--- src/addr_map_pkg.sv ---
// Address map constants and request/routed-request carriers for the system decoder.
// Assumes a flat 32-bit space; region bases are plain defaults, not fixed silicon values.
package addr_map_pkg;

  // Masters that can present a request
  typedef enum logic [1:0] {
    mst_core,
    mst_dma,
    mst_pci,
    mst_periph
  } master_t;

  // Decoded targets
  typedef enum logic [3:0] {
    tgt_none,
    tgt_l1_instr,
    tgt_l1_data_a,
    tgt_l1_data_b,
    tgt_scratch,
    tgt_l2,
    tgt_sdram,
    tgt_async,
    tgt_pci_mem,
    tgt_pci_io,
    tgt_pci_cfg,
    tgt_core_reg,
    tgt_sys_reg
  } target_t;

  // Request from a master
  typedef struct packed {
    logic        valid;
    master_t     master;
    logic        supervisor;
    logic        write;
    logic        instr;
    logic [31:0] addr;
    logic [31:0] wdata;
  } req_t;

  // Routed request to a target
  typedef struct packed {
    logic        valid;
    target_t     target;
    logic [1:0]  bank;
    logic        wide_path;
    logic        write;
    logic [31:0] addr;
    logic [31:0] wdata;
  } route_t;

  // Region bases and sizes (byte addresses)
  localparam logic [31:0] sdram_base     = 32'h0000_0000;
  localparam logic [31:0] async_base     = 32'h2000_0000;
  localparam logic [31:0] async_seg      = 32'h0400_0000;
  localparam logic [31:0] async_end      = 32'h3000_0000;
  localparam logic [31:0] pci_cfg_addr   = 32'heeff_fff8;
  localparam logic [31:0] pci_cfg_data   = 32'heeff_fffc;
  localparam logic [31:0] pci_io_base    = 32'heefe_0000;
  localparam logic [31:0] pci_io_size    = 32'h0001_0000;
  localparam logic [31:0] pci_mem_base   = 32'he000_0000;
  localparam logic [31:0] pci_mem_size   = 32'h0800_0000;
  localparam logic [31:0] l2_base        = 32'hf000_0000;
  localparam logic [31:0] l2_size        = 32'h0004_0000;
  localparam logic [31:0] l1_data_a_base = 32'hff80_0000;
  localparam logic [31:0] l1_data_b_base = 32'hff90_0000;
  localparam logic [31:0] l1_instr_base  = 32'hffa0_0000;
  localparam logic [31:0] l1_bank_size   = 32'h0000_4000;
  localparam logic [31:0] scratch_base   = 32'hffb0_0000;
  localparam logic [31:0] scratch_size   = 32'h0000_1000;
  localparam logic [31:0] sys_reg_base   = 32'hffc0_0000;
  localparam logic [31:0] core_reg_base  = 32'hffe0_0000;
  localparam logic [31:0] reg_blk_size   = 32'h0020_0000;

  // SDRAM bank size codes: 16, 32, 64, 128 Mbyte
  localparam logic [31:0] sdram_unit     = 32'h0100_0000;
  localparam int          sdram_banks    = 4;

endpackage : addr_map_pkg

--- src/sdram_bank_map.sv ---
// Computes contiguous SDRAM bank bounds from per-bank size codes.
// Assumes size codes are static while requests are in flight.
`timescale 1ns/1ps
module sdram_bank_map (
  // Clock and reset
  input  wire logic        clk,
  input  wire logic        nrst,
  // Bank configuration: 2 bits per bank, size = 16M << code
  input  wire logic [7:0]  size_code,
  // Registered end address of each bank (exclusive)
  output logic      [31:0] bank_end_q [4]
);

  logic [31:0] end_d [4];

  // Each bank starts where the previous one ends
  generate
    for (genvar b = 0; b < addr_map_pkg::sdram_banks; b++) begin : g_bank
      logic [31:0] prev;
      if (b == 0) begin : g_first
        assign prev = addr_map_pkg::sdram_base;
      end else begin : g_rest
        assign prev = end_d[b-1];
      end
      assign end_d[b] = prev + (addr_map_pkg::sdram_unit << size_code[2*b +: 2]);

      always_ff @(posedge clk or negedge nrst) begin
        if (!nrst) begin
          bank_end_q[b] <= 32'h0000_0000;
        end else begin
          bank_end_q[b] <= end_d[b];
        end
      end
    end
  endgenerate

endmodule : sdram_bank_map

--- src/system_address_decoder.sv ---
// System address decoder: routes one request per cycle to its target region.
// Assumes masters hold no request during reset and present identity and privilege.
// Overview of operation
// - Flat 32-bit address space, disjoint regions
// - Up to four SDRAM banks, 16-128 Mbyte
// - SDRAM banks packed back to back
// - Gap below async base is reserved
// - Four async banks of fixed 64 Mbyte
// - 128 Mbyte window to relocatable PCI memory
// - 64 Kbyte window to relocatable PCI I/O
// - Fixed two-word PCI configuration window (address word, data word)
// - Register blocks near top of space
// - Core registers: supervisor core only
// - System registers: optional visibility for others
// - Scratch pad: core data only, no DMA
// - Core 64-bit path into L2
// - L1 banks selectable SRAM or cache way
// - DMA reaches L1, L2 and external spaces
`timescale 1ns/1ps
module system_address_decoder (
  // Clock and reset
  input  wire logic                        clk,
  input  wire logic                        nrst,
  // Request from the arbitrated master
  input  wire addr_map_pkg::req_t          req,
  // Configuration
  input  wire logic [7:0]                  sdram_size_code,
  input  wire logic                        sys_reg_visible,
  input  wire logic [31:0]                 pci_mem_remap,
  input  wire logic [31:0]                 pci_io_remap,
  input  wire logic                        l1_data_a_cache,
  input  wire logic                        l1_data_b_cache,
  input  wire logic                        l1_instr_cache,
  // Routed request
  output addr_map_pkg::route_t             route_q,
  // Access error to requester
  output logic                             err_q,
  output addr_map_pkg::master_t            err_master_q,
  // PCI configuration window state
  output logic [31:0]                      cfg_target_q,
  output logic                             cfg_pending_q
);

  logic [31:0]           bank_end [4];
  addr_map_pkg::target_t tgt;
  logic [1:0]            bank;
  logic [31:0]           xaddr;
  logic                  deny;
  logic [31:0]           a;

  assign a = req.addr;

  sdram_bank_map u_bank_map (
    .clk       (clk),
    .nrst      (nrst),
    .size_code (sdram_size_code),
    .bank_end_q(bank_end)
  );

  // Region decode; priority is irrelevant as regions never overlap
  always_comb begin
    tgt   = addr_map_pkg::tgt_none;
    bank  = 2'h0;
    xaddr = a;
    if (a < bank_end[3]) begin
      tgt = addr_map_pkg::tgt_sdram;
      if (a >= bank_end[2]) begin
        bank  = 2'h3;
        xaddr = a - bank_end[2];
      end else if (a >= bank_end[1]) begin
        bank  = 2'h2;
        xaddr = a - bank_end[1];
      end else if (a >= bank_end[0]) begin
        bank  = 2'h1;
        xaddr = a - bank_end[0];
      end else begin
        xaddr = a - addr_map_pkg::sdram_base;
      end
    end else if (a < addr_map_pkg::async_base) begin
      tgt = addr_map_pkg::tgt_none;
    end else if (a < addr_map_pkg::async_end) begin
      tgt   = addr_map_pkg::tgt_async;
      bank  = a[27:26];
      xaddr = {6'h00, a[25:0]};
    end else if (a >= addr_map_pkg::pci_mem_base &&
                 a < addr_map_pkg::pci_mem_base + addr_map_pkg::pci_mem_size) begin
      tgt   = addr_map_pkg::tgt_pci_mem;
      xaddr = pci_mem_remap + (a - addr_map_pkg::pci_mem_base);
    end else if (a >= addr_map_pkg::pci_io_base &&
                 a < addr_map_pkg::pci_io_base + addr_map_pkg::pci_io_size) begin
      tgt   = addr_map_pkg::tgt_pci_io;
      xaddr = pci_io_remap + (a - addr_map_pkg::pci_io_base);
    end else if (a == addr_map_pkg::pci_cfg_addr || a == addr_map_pkg::pci_cfg_data) begin
      tgt = addr_map_pkg::tgt_pci_cfg;
    end else if (a >= addr_map_pkg::l2_base &&
                 a < addr_map_pkg::l2_base + addr_map_pkg::l2_size) begin
      tgt   = addr_map_pkg::tgt_l2;
      xaddr = a - addr_map_pkg::l2_base;
    end else if (a >= addr_map_pkg::l1_data_a_base &&
                 a < addr_map_pkg::l1_data_a_base + addr_map_pkg::l1_bank_size) begin
      tgt   = addr_map_pkg::tgt_l1_data_a;
      xaddr = a - addr_map_pkg::l1_data_a_base;
    end else if (a >= addr_map_pkg::l1_data_b_base &&
                 a < addr_map_pkg::l1_data_b_base + addr_map_pkg::l1_bank_size) begin
      tgt   = addr_map_pkg::tgt_l1_data_b;
      xaddr = a - addr_map_pkg::l1_data_b_base;
    end else if (a >= addr_map_pkg::l1_instr_base &&
                 a < addr_map_pkg::l1_instr_base + addr_map_pkg::l1_bank_size) begin
      tgt   = addr_map_pkg::tgt_l1_instr;
      xaddr = a - addr_map_pkg::l1_instr_base;
    end else if (a >= addr_map_pkg::scratch_base &&
                 a < addr_map_pkg::scratch_base + addr_map_pkg::scratch_size) begin
      tgt   = addr_map_pkg::tgt_scratch;
      xaddr = a - addr_map_pkg::scratch_base;
    end else if (a >= addr_map_pkg::sys_reg_base &&
                 a < addr_map_pkg::sys_reg_base + addr_map_pkg::reg_blk_size) begin
      tgt   = addr_map_pkg::tgt_sys_reg;
      xaddr = a - addr_map_pkg::sys_reg_base;
    end else if (a >= addr_map_pkg::core_reg_base) begin
      // Core block runs to the top of the space; base plus size would wrap to zero
      tgt   = addr_map_pkg::tgt_core_reg;
      xaddr = a - addr_map_pkg::core_reg_base;
    end
  end

  // Access checks; a cache-configured L1 bank is not directly addressable
  always_comb begin
    deny = 1'b0;
    case (tgt)
      addr_map_pkg::tgt_none: begin
        deny = 1'b1;
      end
      addr_map_pkg::tgt_core_reg: begin
        deny = !(req.master == addr_map_pkg::mst_core && req.supervisor);
      end
      addr_map_pkg::tgt_sys_reg: begin
        if (req.master == addr_map_pkg::mst_core) begin
          deny = !req.supervisor;
        end else begin
          deny = !sys_reg_visible;
        end
      end
      addr_map_pkg::tgt_scratch: begin
        deny = req.master != addr_map_pkg::mst_core || req.instr;
      end
      addr_map_pkg::tgt_l1_data_a: begin
        deny = l1_data_a_cache || req.instr || req.master == addr_map_pkg::mst_pci;
      end
      addr_map_pkg::tgt_l1_data_b: begin
        deny = l1_data_b_cache || req.instr || req.master == addr_map_pkg::mst_pci;
      end
      addr_map_pkg::tgt_l1_instr: begin
        deny = l1_instr_cache || req.master == addr_map_pkg::mst_pci;
      end
      default: begin
        deny = 1'b0;
      end
    endcase
  end

  // Routed request; refused requests never reach a target
  always_ff @(posedge clk or negedge nrst) begin
    if (!nrst) begin
      route_q <= '0;
    end else begin
      route_q.valid     <= req.valid && !deny;
      route_q.target    <= deny ? addr_map_pkg::tgt_none : tgt;
      route_q.bank      <= bank;
      route_q.wide_path <= tgt == addr_map_pkg::tgt_l2 &&
                           req.master == addr_map_pkg::mst_core;
      route_q.write     <= req.write;
      route_q.addr      <= xaddr;
      route_q.wdata     <= req.wdata;
    end
  end

  // Error indication, one cycle per refused request
  always_ff @(posedge clk or negedge nrst) begin
    if (!nrst) begin
      err_q        <= 1'b0;
      err_master_q <= addr_map_pkg::mst_core;
    end else begin
      err_q        <= req.valid && deny;
      err_master_q <= req.master;
    end
  end

  // PCI configuration window: address latch, then data access
  always_ff @(posedge clk or negedge nrst) begin
    if (!nrst) begin
      cfg_target_q  <= 32'h0000_0000;
      cfg_pending_q <= 1'b0;
    end else if (req.valid && !deny && tgt == addr_map_pkg::tgt_pci_cfg) begin
      if (a == addr_map_pkg::pci_cfg_addr && req.write) begin
        cfg_target_q <= req.wdata;
      end
      cfg_pending_q <= a == addr_map_pkg::pci_cfg_data;
    end else begin
      cfg_pending_q <= 1'b0;
    end
  end

endmodule : system_address_decoder

--- config.mk ---
export PLATFORM = sky130hd
export DESIGN_NAME = system_address_decoder
export DESIGN_NICKNAME = d
export VERILOG_FILES = /design/src/addr_map_pkg.sv /design/src/sdram_bank_map.sv /design/src/system_address_decoder.sv
export SDC_FILE = /design/constraint.sdc
export NUM_CORES = 1
export LEC_CHECK = 0
export BUFFER_PORTS_ARGS = -buffer_cell sky130_fd_sc_hd__buf_2
export CAP_MARGIN = 0
export CORE_MARGIN = 3
export CORE_UTILIZATION = 60
export CTS_CLUSTER_DIAMETER = 80
export CTS_CLUSTER_SIZE = 20
export DETAILED_ROUTE_END_ITERATION = 8
export GPL_ROUTABILITY_DRIVEN = 0
export PLACE_DENSITY_LB_ADDON = 0.15
export SYNTH_ARGS = -nofsm -noshare
export SYNTH_HDL_FRONTEND = slang
export SYNTH_HIERARCHICAL = 1
export SYNTH_SLANG_ARGS = --single-unit
--- constraint.sdc ---
create_clock -name clk -period 8.4 [get_ports clk]
set_clock_uncertainty 0.2 [all_clocks]
set_input_delay 1.68 -clock clk [delete_from_list [all_inputs] [get_ports clk]]
set_output_delay 1.68 -clock clk [all_outputs]
set_load 0.05 [all_outputs]
== Word-level counts from Yosys, hierarchy flattened ==
Index checks and enable logic that the tools add are counted.

* Flip-flop bits (word level): 237
* Input bits: 148
* Output and inout port bits: 109
* Word-level logic and storage cells: 138

* $add $sub $neg: 17
* Order comparisons: 23
* Equality and inequality tests: 11
* Shift operators: 4
* Mux-type cells: 39
* Reduce and logical (&&, ||, !) cells: 29

{| class="wikitable"
|+ Operators by type and width
! kind !! number
|-
| $mux W32 || 16
|-
| $ge A32 B32 Y1 const B || 9
|-
| $sub A32 B32 Y32 const B || 9
|-
| $lt A32 B32 Y1 const B || 8
|-
| $add A32 B32 Y32 || 5
|-
| $shl A25 B2 Y32 const A || 4
|-
| $ge A32 B32 Y1 || 3
|-
| $sub A32 B32 Y32 || 3
|-
| $eq A32 B32 Y1 const B || 2
|-
| $lt A32 B30 Y1 const B || 2
|-
| $mux W4 || 14
|-
| $lt A32 B32 Y1 || 1
|-
| $logic_and A1 B1 Y1 || 14
|-
| $eq A4 B4 Y1 const B || 3
|-
| $mux W2 || 5
|-
| $eq A4 B2 Y1 const B || 2
|-
| $eq A4 B3 Y1 const B || 2
|-
| $logic_or A1 B1 Y1 || 7
|-
| $pmux W1 S7 || 1
|-
| $eq A4 B1 Y1 const B || 1
|-
| $logic_not A1 Y1 || 4
|-
| $logic_not A4 Y1 || 1
|-
| $mux W1 || 3
|-
| $eq A2 B2 Y1 const B || 1
|-
| 3 further kinds || 3
|}

== Logic depth before layout (Yosys ltp) ==
* Depth in word-level cells: 20
* Depth in mapped cells: 16
* Depth with buffers taken out: 16

== By module ==
Netlist, hierarchy kept.

{| class="wikitable"
|+ By module, submodules not included
! module !! times used !! cells an instance !! area an instance (um^2) !! sequential area each (um^2)
|-
| system_address_decoder || 1 || 2073 || 16361.9 || 2727.6
|-
| sdram_bank_map || 1 || 200 || 1958.1 || 550.5
|}

== Worst setup path before layout ==
No wires, ideal clock.

* Path kind: input to register
* Start: input port req[54] (netlist name)
* End: register err_q
* Setup time: 0.063 ns
* Data arrival time: 4.642 ns
* Data required time: 8.137 ns
* Slack: 3.495 ns
* Stages on the path: 13
* Buffers on the path: 1
* Path through: clkbuf_1 -> inv_1 -> ha_1 -> and2_1 -> nor4b_1 -> nand3_1 -> and3_1 -> or3_1 -> o211a_1 -> or3_1 -> o22ai_1 -> or2_4 -> and2_4

* Longest elaborated chain between the ends: 17
* Elaborated cells between the ends (all ways): 53
* Classes of those cells: 20 x order compare; 8 x eq/ne; 14 x mux; 11 x reduce/logical

{| class="wikitable"
|+ RTL lines
! element !! RTL line !! text
|-
| start, declared || system_address_decoder.sv:25 || <nowiki>input wire addr_map_pkg::req_t req,</nowiki>
|-
| $ge A32 B32 Y1, or another cell as far along || system_address_decoder.sv:119 || <nowiki>end else if (a >= addr_map_pkg::core_reg_base) begin</nowiki>
|-
| $mux W4 / $logic_and A1 B1 Y1 (equally long branches) || system_address_decoder.sv:119, system_address_decoder.sv:115 ||
|-
| $mux W4 || system_address_decoder.sv:115 || <nowiki>end else if (a >= addr_map_pkg::sys_reg_base &&</nowiki>
|-
| $mux W4 || system_address_decoder.sv:111 || <nowiki>end else if (a >= addr_map_pkg::scratch_base &&</nowiki>
|-
| $mux W4 || system_address_decoder.sv:107 || <nowiki>end else if (a >= addr_map_pkg::l1_instr_base &&</nowiki>
|-
| $mux W4 || system_address_decoder.sv:103 || <nowiki>end else if (a >= addr_map_pkg::l1_data_b_base &&</nowiki>
|-
| $mux W4 || system_address_decoder.sv:99 || <nowiki>end else if (a >= addr_map_pkg::l1_data_a_base &&</nowiki>
|-
| $mux W4 || system_address_decoder.sv:95 || <nowiki>end else if (a >= addr_map_pkg::l2_base &&</nowiki>
|-
| $mux W4 || system_address_decoder.sv:93 || <nowiki>end else if (a == addr_map_pkg::pci_cfg_addr || a == addr_map_pkg::pci_cfg_data) begin</nowiki>
|-
| $mux W4 || system_address_decoder.sv:89 || <nowiki>end else if (a >= addr_map_pkg::pci_io_base &&</nowiki>
|-
| $mux W4 || system_address_decoder.sv:85 || <nowiki>end else if (a >= addr_map_pkg::pci_mem_base &&</nowiki>
|-
| $mux W4 || system_address_decoder.sv:81 || <nowiki>end else if (a < addr_map_pkg::async_end) begin</nowiki>
|-
| $mux W4 || system_address_decoder.sv:79 || <nowiki>end else if (a < addr_map_pkg::async_base) begin</nowiki>
|-
| $mux W4 (*) || system_address_decoder.sv:65 || <nowiki>if (a < bank_end[3]) begin</nowiki>
|-
| $eq A4 B1 Y1, or another cell as far along || system_address_decoder.sv:129 || <nowiki>case (tgt)</nowiki>
|-
| $pmux W1 S7 (*) || system_address_decoder.sv:129 ||
|-
| $logic_and A1 B1 Y1 (*) || system_address_decoder.sv:183 || <nowiki>err_q <= req.valid && deny;</nowiki>
|-
| end signal, assigned || system_address_decoder.sv:183 ||
|-
| end, declared || system_address_decoder.sv:37 || <nowiki>output logic err_q,</nowiki>
|}

Mark *: on every way between the ends. The rest lies on a longest branch, timed or not.
A chain may end at the register's enable or synchronous reset.

== Worst setup path after layout ==
* Start: input port req[55] (netlist name)
* End: register err_q

Same word-level chain as after synthesis.

==> results.yml <==
run_status:
  status: "finished clean"
clocking:
  post_cts_buffers: 0
  cts_root_buffer: "clkbuf_16"
  cts_tree: "built"
  cts.path.max_buffers: 2
  holdBufCountCts: 0
  cts_resized: 0
  cts_htree_levels: 4
  clk_latency_ns: 0.43
  cts.sinks: 131
  clk_pin_slew_ns: 0.06
  cts_buffers: 17
sta:
  finalHoldViolCount: 0
  fmax_ghz: 0.182
  setup_viol: 0
  slew_headroom_pct: 34.9
  tightest_slew_ns: 0.977
  finalCritPeriodShare_pct: 65.4
  rsz0062_at_grt: "false"
  slew_violations: 0
  tns_ns: 0
  period_minus_slack_ns: 5.49
setup_path:
  cp.required_ns: 8.52
  cp.arrival_ns: 5.61
  worstSetupEndpointType: "register"
  worstSetupPathType: "in2reg"
  cp-start-kind: "input port"
  crit_fanout: 20
floorplanning:
  die_x_um: 181
  io_pins: 257
  initial_core_util_pct: 61.3
  row_count: 63
  core_mm2: 0.0299
  die_area_mm2: 0.0327
  fp.dieH_um: 181
grt:
  grt_pass1_vias: 17200
  grt_usage_pct: 33.5
  grt_max_degree: 81
  grt_pass1_wl_um: 89400
  grt_remaining_overflow: 0
  antenna_found_initial: 0
finish:
  diodes: 0
  syn2layout_area_growth_pct: 10.3
  nNetsFinal: 2937
  drive_gt1_share_pct: 15.3
place:
  hpwl_um: 45100
  io_buffers: 256
synthesis:
  syn_inst: 2273
  ys_top_cells_by_area: "ha_1 (19%), dfrtp_1 (18%), a21oi_1 (4.6%), buf_4 (4.3%), inv_1 (3.8%)"
  yosys.area.top_type: "ha_1"
  ys_seq_area_share_pct: 17.9
  synth_commonest_cells: "ha_1 (279), inv_1 (187), a21oi_1 (168)"
  syn_avg_cell_area_um2: 8.06
  synth-async-reset-ratio_pct: 100
  synth_cell_type_count: 100
  synth-seq-cells: 131
  yosysMostFrequentCell: "ha_1"
  synth_enable_flop_cells: 0
  yosysWarnings: 6
  netlist_area_mm2: 0.0183
  synth_top_area_share_pct: 19.1
  synth_flop_cell: "dfrtp_1"
hold_path:
  hold_path.class: "reg2reg"
power:
  powerDensity_mw_per_mm2: 156
  power_leakage_nw: 9.80
  peakVddDrop_mv: 0.163
  total_power_mw: 3.16
flow_run:
  cap_violations: 0
drt:
  firstDrtPassIters: 8
  routed_wl_um: 57100
  vias_per_cell: 6.28
  drc_errors: 0
  antenna_left: 0
  avgRoutedWirePerCell_um: 19.7
  via_count: 18200
  drt-initial-drc-count: 1712
cell families after synthesis:
family	Yosys count	share of synthesized area [%]
buffers and inverters	350	9.45
adder cells (fa/ha/maj)	287	19.9
XOR/XNOR	124	5.97
AND/OR/NAND/NOR	633	17.7
multiplexers	54	3.20
flip-flops	131	17.9
AO/OA/AOI/OAI	693	25.9
other	1	0.0205
cell type report:
| type | count | area, um^2 |
|---|---|---|
| Tap cell | 390 | 488 |
| Clock inverter | 13 | 174 |
| Fill cell | 2558 | 9670 |
| Clock buffer | 19 | 453 |
| Multi-Input combinational cell | 1897 | 13700 |
| Timing Repair Buffer | 268 | 1380 |
| Sequential cell | 131 | 3280 |
| Inverter | 187 | 702 |
critical path, cell delays in order:
cell and delay (ns):
buf_2 0.43, ha_1 0.51, nand3_1 0.13, nor3_1 0.27
nand2_1 0.24, nor4_1 0.84, nor2_1 0.25, a31oi_1 0.45
a211oi_1 0.14, o211a_1 0.23, or2_4 0.24, and2_4 0.15
per-layer routing:
metal / wire, um / track usage (%) / up-vias
li1: - / - / 8613
met5: 0 / 0 / -
met4: 2400 / 13.2 / 0
met1: 23200 / 44.6 / 8451
met3: 6100 / 6.95 / 175
met2: 25500 / 53.5 / 990
placed cells by master (no fill, tap or decap), types with 44 or more instances in the layout:
cell,synthesis,routed
ha_1,279,279
a21o_1,68,68
buf_2,9,255
xnor2_1,73,73
nor2_1,151,150
o21ai_0,109,109
nand2_1,160,160
conb_1,1,106
a211oi_1,44,44
xor2_1,50,50
a21oi_1,168,168
inv_1,187,187
dfrtp_1,131,131
registers in the layout, indices dropped and copies added (netlist names):
signal	flops
route_q	73
cfg_target_q	32
u_bank_map/bank_end_q	22
err_master_q	2
cfg_pending_q	1
err_q	1
power breakdown:
group | internal (mW) | total (mW) | switching [mW]
logic | 0.562 | 1.61 | 1.04
clock network | 0.489 | 0.814 | 0.325
registers | 0.706 | 0.737 | 0.0309
total | 1.76 | 3.16 | 1.40
worst paths after layout:
kind                                              to  depth (start not counted)  slack, ns                      start
setup / recovery                               err_q                         12       2.91                    req[55]
hold / removal                      cfg_target_q[13]                          1       0.30           cfg_target_q[13]
setup reg to reg                         route_q[53]                         10       4.59  u_bank_map/bank_end_q[27]
hold reg to reg                     cfg_target_q[13]                          1       0.30           cfg_target_q[13]
max in group asynchronous  u_bank_map/bank_end_q[29]                          2       5.56                       nrst
min in group asynchronous                route_q[64]                          1       1.03                       nrst
through the flow:
stage	instance area [um^2]	cells	hold WS, ns	setup slack [ns]	util (%)
floorplan	18700	2378	0.621	3.49	-
global placement	19600	2873	0.265	2.76	65.5
detailed placement	19600	2873	0.289	2.69	65.5
CTS	20200	2905	0.303	3.13	67.6
global route	20200	2905	0.313	2.73	67.6
finish	20200	2905	0.300	2.91	67.6
No activity file was read; power rests on OpenSTA's default activity.
